--- config.mk ---
export PLATFORM = sky130hd
export DESIGN_NAME = sle_error_status
export DESIGN_NICKNAME = d
export VERILOG_FILES = /design/src/sle_pkg.sv /design/src/sle_error_status.sv
export SDC_FILE = /design/constraint.sdc
export NUM_CORES = 1
export LEC_CHECK = 0
export BUFFER_PORTS_ARGS = -buffer_cell sky130_fd_sc_hd__buf_4
export CORE_MARGIN = 2
export CORE_UTILIZATION = 51
export DETAILED_ROUTE_END_ITERATION = 10
export PLACE_DENSITY = 0.74
export SYNTH_ARGS = -nofsm -noshare
export SYNTH_HDL_FRONTEND = slang
export SYNTH_SLANG_ARGS = --single-unit
--- constraint.sdc ---
create_clock -name clk_sys -period 3.05 [get_ports clk_sys]
set_input_delay 0.305 -clock clk_sys [delete_from_list [all_inputs] [get_ports clk_sys]]
set_output_delay 0.305 -clock clk_sys [all_outputs]
set_load 0.1 [all_outputs]
--- src/sle_pkg.sv ---
// Constants, carrier types and states shared by the link error status block.
// Assumes a 100 MHz system clock and an APB master with 32-bit data.
// Functional notes
// RULE1: Every detected fault is sorted into data, link or catastrophic class.
// RULE2: Bad code group, disparity fault or enabled CRC mismatch is a data error.
// RULE3: Packet marked bad by remote sender is a data error on regular port.
// RULE4: Data error in regular-port packet raises regular receive error flag.
// RULE5: Without resend option, priority packet data error raises priority error flag.
// RULE6: With resend option, bad priority packet is refused for resend; no flag.
// RULE7: Overflow of regular, priority or compensation buffer is a link error.
// RULE8: Loss of character alignment, lane alignment or signal is a link error.
// RULE9: Too many data errors within a short window escalate to link error.
// RULE10: Restart sequence received from far end is a link error.
// RULE11: Any link error takes the link down, then initialisation runs again.
// RULE12: Catastrophic error puts the link into a permanent dead state.
// RULE13: Status shows only local state; nothing from the far end.
// RULE14: Link-side status crosses into system clock by synchronisers, no FIFO.
// RULE15: Status bit 0 is high while the local link is up.
// RULE16: Status bit 1 rises the cycle after a catastrophic error.
// RULE17: Status bit 2 pulses one cycle whenever a link error drops the link.
// RULE18: Status bit 3 pulses one cycle per link cycle with data errors.
// RULE19: A data error alone never takes the link down.
// RULE20: Escalation count and window are build parameters with defaults.
`default_nettype none
package sle_pkg;
    localparam logic [7:0]  REG_CTRL       = 8'h00;
    localparam logic [7:0]  REG_STATUS     = 8'h04;
    localparam logic [7:0]  REG_ERRCNT     = 8'h08;
    localparam int unsigned CTRL_EN_BIT    = 0;
    localparam int unsigned CTRL_CLR_BIT   = 1;
    localparam logic        CTRL_EN_RESET  = 1'h1;
    localparam int unsigned STAT_STATE_POS = 4;
    localparam int unsigned ERRCNT_LINK_POS = 16;
    localparam int unsigned ERR_LIMIT_DEF  = 4;
    localparam int unsigned ERR_WINDOW_DEF = 64;
    localparam int unsigned CNT_W          = 16;

    typedef enum logic [1:0] {
        LINK_DOWN,
        LINK_INIT,
        LINK_UP,
        LINK_DEAD
    } sle_link_state_t;

    // Per-cycle indications from the lane logic in the recovered clock domain
    typedef struct packed {
        logic codeErr;
        logic dispErr;
        logic crcErr;
        logic txBadMark;
        logic pktValid;
        logic pktEnd;
        logic pktPriority;
        logic ovfRegular;
        logic ovfPriority;
        logic ovfClkComp;
        logic lossCharAlign;
        logic lossLaneAlign;
        logic lossSignal;
        logic restartSeen;
        logic polarityRev;
        logic laneRev;
        logic laneScrambled;
        logic alignDone;
    } sle_link_in_t;

    // Status port, bit 3 first
    typedef struct packed {
        logic dataErr;
        logic linkErr;
        logic catErr;
        logic linkUp;
    } sle_status_t;
endpackage
`default_nettype wire

--- src/sle_error_status.sv ---
// Error classification and local status of one end of a serial link.
// Assumes lane indications change with recClk, which is sampled here as
// an ordinary asynchronous input; registers reached over APB.
`default_nettype none
module sle_error_status #(
    parameter bit          CRC_EN         = 1'b1,
    parameter bit          RETRY_ON_ERROR = 1'b0,
    parameter bit          AUTO_POLARITY  = 1'b0,
    parameter bit          AUTO_LANE_REV  = 1'b0,
    parameter int unsigned ERR_LIMIT      = sle_pkg::ERR_LIMIT_DEF,   // see RULE20
    parameter int unsigned ERR_WINDOW     = sle_pkg::ERR_WINDOW_DEF   // see RULE20
) (
    input  wire logic                 clk_sys,        // System clock
    input  wire logic                 nrst,           // Async reset, low
    input  wire logic                 recClk,         // Recovered link clock
    input  wire sle_pkg::sle_link_in_t linkIn,        // Lane indications
    output var  sle_pkg::sle_status_t statusPort,     // Local status
    output logic                      rxRegularPacketError,  // Regular pkt bad
    output logic                      rxPriorityPacketError, // Priority pkt bad
    output logic                      priorityResendReq,     // Bad ack to sender
    output logic                      linkTrain,      // Run initialisation
    input  wire logic                 psel,           // APB select
    input  wire logic                 penable,        // APB enable
    input  wire logic                 pwrite,         // APB direction
    input  wire logic [7:0]           paddr,          // APB byte address
    input  wire logic [31:0]          pwdata,         // APB write data
    output logic [31:0]               prdata,         // APB read data
    output logic                      pready,         // APB ready
    output logic                      pslverr         // APB error
);
    localparam int unsigned CW = sle_pkg::CNT_W;
    localparam logic [CW-1:0] LIMIT  = CW'(ERR_LIMIT);
    localparam logic [CW-1:0] WINDOW = CW'(ERR_WINDOW);

    // Local names for the link states
    localparam sle_pkg::sle_link_state_t LINK_DOWN = sle_pkg::LINK_DOWN;
    localparam sle_pkg::sle_link_state_t LINK_INIT = sle_pkg::LINK_INIT;
    localparam sle_pkg::sle_link_state_t LINK_UP   = sle_pkg::LINK_UP;
    localparam sle_pkg::sle_link_state_t LINK_DEAD = sle_pkg::LINK_DEAD;

    // Saturating increment used by all counters
    function automatic logic [CW-1:0] incSat(input logic [CW-1:0] v);
        incSat = (v == {CW{1'b1}}) ? v : v + CW'(1);
    endfunction

    // Two-stage synchronisers for link clock and lane indications
    sle_pkg::sle_link_in_t inMeta, inSync;
    logic [2:0]            clkSh;
    always_ff @(posedge clk_sys or negedge nrst) begin
        if (!nrst) begin
            inMeta <= '0;
            inSync <= '0;
            clkSh  <= 3'h0;
        end else begin
            inMeta <= linkIn;
            inSync <= inMeta;
            clkSh  <= {clkSh[1:0], recClk};
        end
    end

    // One system cycle per recovered clock rising edge
    logic linkEdge;
    assign linkEdge = clkSh[1] & ~clkSh[2];

    // Fault classification on each link cycle into data, link or fatal  see RULE1
    logic dataAny, linkFault, catDet, escalate;
    sle_pkg::sle_link_state_t state, next_state;
    logic [CW-1:0] winCnt, next_winCnt, errCnt, next_errCnt;
    logic          pktBad, next_pktBad;
    logic          linkEn;
    always_comb begin
        dataAny = inSync.codeErr | inSync.dispErr                       // see RULE2
                | (CRC_EN & inSync.crcErr)                              // see RULE2
                | (inSync.txBadMark & ~inSync.pktPriority);             // see RULE3
        // The tally restarts at a window edge, so that sample counts as the first
        escalate = dataAny                                              // see RULE9
                 && (((incSat(winCnt) >= WINDOW) ? CW'(1) : incSat(errCnt)) >= LIMIT);
        linkFault = inSync.ovfRegular | inSync.ovfPriority              // see RULE7
                  | inSync.ovfClkComp
                  | inSync.lossCharAlign | inSync.lossLaneAlign         // see RULE8
                  | inSync.lossSignal
                  | inSync.restartSeen                                  // see RULE10
                  | escalate;
        catDet = (inSync.polarityRev & ~AUTO_POLARITY)                  // see RULE12
               | (inSync.laneRev & ~AUTO_LANE_REV)
               | inSync.laneScrambled;
    end

    // Link state, escalation window and packet error tracking
    logic next_linkErrP, next_dataErrP, next_regErr, next_priErr, next_resend;
    logic linkDrop;
    always_comb begin
        next_state    = state;
        next_winCnt   = winCnt;
        next_errCnt   = errCnt;
        next_pktBad   = pktBad;
        next_regErr   = 1'b0;
        next_priErr   = 1'b0;
        next_resend   = 1'b0;
        next_dataErrP = 1'b0;
        linkDrop      = 1'b0;
        case (state)
            LINK_DOWN: begin
                next_errCnt = '0;
                next_winCnt = '0;
                next_pktBad = 1'b0;
                if (linkEn) begin
                    next_state = LINK_INIT;                             // see RULE11
                end
            end
            LINK_INIT: begin
                if (linkEdge && catDet) begin
                    next_state = LINK_DEAD;                             // see RULE12
                end else if (linkEdge && inSync.alignDone) begin
                    next_state = LINK_UP;
                end
            end
            LINK_UP: begin
                if (linkEdge) begin
                    // Count window restarts the error tally
                    if (incSat(winCnt) >= WINDOW) begin
                        next_winCnt = '0;
                        next_errCnt = dataAny ? CW'(1) : '0;
                    end else begin
                        next_winCnt = incSat(winCnt);
                        next_errCnt = dataAny ? incSat(errCnt) : errCnt;
                    end
                    next_dataErrP = dataAny;                            // see RULE18
                    // Packet verdict at end of packet
                    if (inSync.pktValid && inSync.pktEnd) begin
                        next_pktBad = 1'b0;
                        if (!inSync.pktPriority) begin
                            next_regErr = pktBad | dataAny;             // see RULE4
                        end else if (RETRY_ON_ERROR) begin
                            next_resend = pktBad | dataAny;             // see RULE6
                        end else begin
                            next_priErr = pktBad | dataAny;             // see RULE5
                        end
                    end else if (inSync.pktValid) begin
                        next_pktBad = pktBad | dataAny;
                    end
                    if (catDet) begin
                        next_state = LINK_DEAD;                         // see RULE12
                    end else if (linkFault) begin
                        next_state = LINK_DOWN;                         // see RULE11
                        linkDrop   = 1'b1;
                    end
                    // A data error alone leaves the link in this state  see RULE19
                end
            end
            LINK_DEAD: next_state = LINK_DEAD;                          // see RULE12
            default:   next_state = LINK_DOWN;
        endcase
        next_linkErrP = linkDrop;                                       // see RULE17
    end

    // Register link state; status reflects only local conditions  see RULE13
    always_ff @(posedge clk_sys or negedge nrst) begin
        if (!nrst) begin
            state                 <= LINK_DOWN;
            winCnt                <= '0;
            errCnt                <= '0;
            pktBad                <= 1'b0;
            statusPort            <= '0;
            rxRegularPacketError  <= 1'b0;
            rxPriorityPacketError <= 1'b0;
            priorityResendReq     <= 1'b0;
            linkTrain             <= 1'b0;
        end else begin
            state                 <= next_state;
            winCnt                <= next_winCnt;
            errCnt                <= next_errCnt;
            pktBad                <= next_pktBad;
            statusPort.linkUp     <= (next_state == LINK_UP);           // see RULE15
            statusPort.catErr     <= (next_state == LINK_DEAD);         // see RULE16
            statusPort.linkErr    <= next_linkErrP;                     // see RULE17
            statusPort.dataErr    <= next_dataErrP;                     // see RULE18
            rxRegularPacketError  <= next_regErr;
            rxPriorityPacketError <= next_priErr & ~RETRY_ON_ERROR;     // see RULE6
            priorityResendReq     <= next_resend;
            linkTrain             <= (next_state == LINK_INIT);
        end
    end

    // APB slave: no wait states, reads captured in setup
    logic [CW-1:0] dataCount, next_dataCount, linkCount, next_linkCount;
    logic          next_linkEn, next_pready, next_pslverr;
    logic [31:0]   next_prdata;
    logic          wrDone, setup, clrCnt;
    always_comb begin
        setup        = psel & ~penable;
        wrDone       = psel & penable & pready & pwrite;
        next_pready  = setup;
        next_pslverr = 1'b0;
        next_prdata  = '0;
        next_linkEn  = linkEn;
        clrCnt       = 1'b0;
        if (setup) begin
            case (paddr)
                sle_pkg::REG_CTRL: begin
                    next_prdata[sle_pkg::CTRL_EN_BIT] = linkEn;
                end
                sle_pkg::REG_STATUS: begin
                    next_prdata[3:0] = statusPort;
                    next_prdata[sle_pkg::STAT_STATE_POS +: 2] = state;
                end
                sle_pkg::REG_ERRCNT: begin
                    next_prdata = {linkCount, dataCount};
                end
                default: next_pslverr = 1'b1;
            endcase
            if (pwrite) begin
                next_prdata = '0;
            end
        end
        if (wrDone && paddr == sle_pkg::REG_CTRL) begin
            next_linkEn = pwdata[sle_pkg::CTRL_EN_BIT];
            clrCnt      = pwdata[sle_pkg::CTRL_CLR_BIT];
        end
        // A new event wins over a clear in the same cycle
        next_dataCount = clrCnt ? '0 : dataCount;
        next_linkCount = clrCnt ? '0 : linkCount;
        if (next_dataErrP) begin
            next_dataCount = incSat(next_dataCount);
        end
        if (next_linkErrP) begin
            next_linkCount = incSat(next_linkCount);
        end
    end

    // Register bus state and counters
    always_ff @(posedge clk_sys or negedge nrst) begin
        if (!nrst) begin
            linkEn    <= sle_pkg::CTRL_EN_RESET;
            pready    <= 1'b0;
            pslverr   <= 1'b0;
            prdata    <= '0;
            dataCount <= '0;
            linkCount <= '0;
        end else begin
            linkEn    <= next_linkEn;
            pready    <= next_pready;
            pslverr   <= next_pslverr;
            prdata    <= next_prdata;
            dataCount <= next_dataCount;
            linkCount <= next_linkCount;
        end
    end

    // Checks on classification and status timing
    a_dead_sticky: assert property (@(posedge clk_sys) disable iff (!nrst) // see RULE12
        state == LINK_DEAD |=> state == LINK_DEAD [*8])
        else $error("dead link left its state");
    a_cat_flag: assert property (@(posedge clk_sys) disable iff (!nrst) // see RULE16
        (linkEdge && catDet && (state == LINK_UP || state == LINK_INIT))
        |=> statusPort.catErr && state == LINK_DEAD)
        else $error("catastrophic flag late");
    a_link_drop: assert property (@(posedge clk_sys) disable iff (!nrst) // see RULE11
        (state == LINK_UP && linkEdge && linkFault && !catDet)
        |=> state == LINK_DOWN ##1 linkTrain || !linkEn)
        else $error("link error did not restart");
    a_lerr_pulse: assert property (@(posedge clk_sys) disable iff (!nrst) // see RULE17
        $rose(statusPort.linkErr) |-> $past(state) == LINK_UP && !statusPort.linkUp
        ##1 !statusPort.linkErr)
        else $error("link error pulse wrong");
    a_up_level: assert property (@(posedge clk_sys) disable iff (!nrst) // see RULE15
        $rose(statusPort.linkUp) |-> $past(state) == LINK_INIT && $past(linkEdge)
        && $past(inSync.alignDone) && state == LINK_UP)
        else $error("link up bit mismatch");
    a_data_pulse: assert property (@(posedge clk_sys) disable iff (!nrst) // see RULE18
        (state == LINK_UP && linkEdge && dataAny) |=> statusPort.dataErr ##1 !statusPort.dataErr)
        else $error("data error pulse wrong");
    a_data_stays: assert property (@(posedge clk_sys) disable iff (!nrst) // see RULE19
        (state == LINK_UP && !(linkEdge && (linkFault || catDet))) |=> state == LINK_UP)
        else $error("link dropped without link error");
    a_reg_flag: assert property (@(posedge clk_sys) disable iff (!nrst) // see RULE4
        (state == LINK_UP && linkEdge && inSync.pktValid && inSync.pktEnd
         && !inSync.pktPriority && (pktBad || dataAny)) |=> rxRegularPacketError)
        else $error("regular packet error missed");
    a_pri_flag: assert property (@(posedge clk_sys) disable iff (!nrst) // see RULE5
        rxPriorityPacketError |-> !RETRY_ON_ERROR && $past(inSync.pktPriority))
        else $error("priority flag misused");
    a_resend: assert property (@(posedge clk_sys) disable iff (!nrst) // see RULE6
        priorityResendReq |-> RETRY_ON_ERROR && !rxPriorityPacketError)
        else $error("resend without option");

    // Main scenarios
    c_link_up: cover property (@(posedge clk_sys) disable iff (!nrst) $rose(statusPort.linkUp));
    c_restart: cover property (@(posedge clk_sys) disable iff (!nrst)
        statusPort.linkErr ##[1:200] statusPort.linkUp);
    c_dead:    cover property (@(posedge clk_sys) disable iff (!nrst) $rose(statusPort.catErr));
    c_pkt_err: cover property (@(posedge clk_sys) disable iff (!nrst) rxRegularPacketError);
endmodule
`default_nettype wire

==> metrics.csv <==
metric,value,unit
Final GP Congestion,0.8445,
Post-DP Area,7398,um^2
Yosys reg bits,148,
"Worst Setup Slack, final",0.05721,ns
initial antenna violation count,0,
Total Wirelength,14300,um
Overall Global Routing Usage,22.85,%
Iter 0 DRT Violations,306,
grt ovf,0,
Gate Count Post-Synth,612,
leakage power,3.766,nW
nets,808,
P per Cell Area,549.2,nW/um^2
setup TNS,0,ns
first-pass GRT wire length,23730,um
mapped cell area,6411,um^2
Crit path buffers/inverters,0,
diode count,0,
# H-tree levels,4,
sequence of cells on the critical path,and2_1 -> nand4_1 -> or2_4 -> and2_4 -> ha_4 -> and3_4 -> nand2_2 -> nor4_1 -> or3_4 -> or3_4 -> or4_1 -> a21oi_1,
Worst Reg-to-Reg Cells,12,
final std cells w/o fill,921,
leading cell types by count after synthesis,"dfrtp_1 (147), nor2_1 (54), nand2_1 (49), and2_1 (44), a21oi_1 (34)",
cell taking the most area after synthesis,dfrtp_1,
end of the worst hold path,linkEn$_DFFE_PN1P_,
"Req. time, crit path",3.40,ns
Vias,5083,
HP Start,pwdata[0],
"Slowest-stage cell, CP",or4_1,
Final Util,67.55,%
die extent in x,116.1,um
Mean Syn Cell Area,10.48,um^2
Worst path top cell family by delay,simple AND/OR/NAND/NOR gates,
sequential area share after synthesis,57.79,%
Root Driver,clkbuf_16,
Final Cell Area,8215,um^2
FMAX,334.1,MHz
1st-pass router iterations,5,
Crit. End Element,flip-flop,
post-route clock period utilization,98.12,%
die area,13480,um^2
Buffers on Ports,74,
"Data arrival, critical path",3.34,ns
clock tree buffer depth,2,
drt drc,0,
Core Region,12160,um^2
Initial Utilization,52.72,%
max-cap violations,0,
Hold Crit Depth,2,
Final Hold Fails,0,
crit path kind,flip-flop to flip-flop,
Place WS,-0.2901,ns
filler instances,934,
most frequent cell after synthesis,dfrtp_1,
Peak VDD IR,0.5689,mV
synth warn,0,
multi-input logic area,2595,um^2
storage element area,3709,um^2
startpoint types,flip-flop,
post-detail-place hpwl,9836,um
Reg2Reg Launch Point,pready$_DFF_PN0_,
asr flop ratio synth,100.0,%
top-area cell type share of the netlist area,57.38,%
"most used cell, CP",or3_4,
clk slew on worst S/H paths,0.06,ns
CTS tree,built,
Ports,106,
"EDFF count, synth",0,
HP Class,primary input to flip-flop,
clk_lat worst skew,0.42,ns
total power,4.512,mW
clock buffer count from CTS,17,
DP Cell Count,867,
Synth cell types,60,
"Setup violations, final",0,
relative slew slack,62.22,%
Die H,116.1,um
vias per cell,5.519,
min Tclk post-route,2.993,ns
average wire per cell in the routed design,15.53,um
Std-Cell Rows,40,
outcome,"complete, no violations",
RSZ-0062 raised after global routing,yes,
largest net degree at the start of global routing,75,
vias in the first global route,4981,
Final Max Slew Viols,0,
Routed Antenna Nets,0,
flop2flop setup slack,0.06,ns
Max stage delay on crit path,0.41,ns
clk_skew,0.007002,ns
layout overhead on the synthesized area,28.14,%
CTS Sinks,148,
Worst-Margin Slew,0.5591,ns
worst hold margin,0.1272,ns
CP max FO,10,
Post-Synthesis Net Count,680,
share of cells above drive strength 1,23.11,%
prevailing post-synth register cell,dfrtp_1,
top post-synthesis cells by area,"dfrtp_1 (57%), and2_1 (4.3%), nor2_1 (3.2%)",
r2r endpoint,linkCount[6]$_DFF_PN0_,
## registers in the layout, summed over array words and instances, names as in the netlist
register and cells:
prdata 32, inMeta 18, inSync 18, dataCount 16, errCnt 16, linkCount 16, winCnt 16, statusPort 4
clkSh 3, state 2, linkEn 1, linkTrain 1, pktBad 1, pready 1, pslverr 1, rxPriorityPacketError 1
rxRegularPacketError 1
## kinds of logic after synthesis
family          share of synthesized area [%]
other cells                           0.05849
mux                                     1.464
buf+inv                                 2.557
compound gates                          11.89
simple gates                            22.74
flops                                   57.79
xor+xnor                                2.732
fa+ha+maj                              0.7807
## what timing repair did
item,CTS,global route
gates resized for setup,0,5
buffers inserted,0,2
hold endpoints to repair,63,0
endpoints found under the setup margin,0,12
hold buffers,20,0
## area by class of cell
cell class                 instances  share of cell area, %
sequential                       148                  45.14
multi-input combinational        424                  31.59
timing repair buffer             133                  12.96
clock buffer                      19                  5.513
tap                              168                  2.559
clock inverter                    13                  1.508
inverter                          16                 0.7310
## cells in the final DEF (no fill, tap or decap), types with 6 or more instances in the layout
cell,n
a31oi_1,10
dfrtp_1,146
a21oi_1,34
mux2i_1,6
or3_1,6
xor2_1,10
nor4_1,11
nor2b_1,6
dlygate4sd3_1,20
nand2_1,48
xnor2_1,10
a22oi_1,6
o21ai_0,31
and3_1,7
and2_1,42
nor2_1,54
nor3_1,15
clkbuf_16,17
nand4_1,18
inv_1,16
buf_4,111
nand3_1,31
## metal layers
metal	vias up	share of wire, %	GRT usage (%)
met1	2470	43	28.59
met2	157	51	38.36
li1	2438	-	-
met5	-	0	0
met4	0	1.4	9.127
met3	18	5.0	5.812
## how the worst max path moves through the flow
stage	from	to	slack (ns)	cells after the start
after floorplan	pready$_DFF_PN0_	linkCount[4]$_DFF_PN0_	-0.17	14
after global placement	paddr[1]	linkCount[6]$_DFF_PN0_	-0.23	13
after detailed placement	paddr[1]	linkCount[6]$_DFF_PN0_	-0.29	13
after CTS	winCnt[0]$_DFFE_PN0P_	linkCount[6]$_DFF_PN0_	0.02	9
after global routing	winCnt[0]$_DFFE_PN0P_	linkCount[6]$_DFF_PN0_	-0.09	11
final	pready$_DFF_PN0_	linkCount[6]$_DFF_PN0_	0.06	12
## power by group
part           switching (mW)  total (mW)  internal, mW
clock network           0.834        2.01          1.17
registers              0.0683        2.11          2.05
logic                   0.206       0.389         0.184
Note: power is estimated with default switching activity, not from simulation.
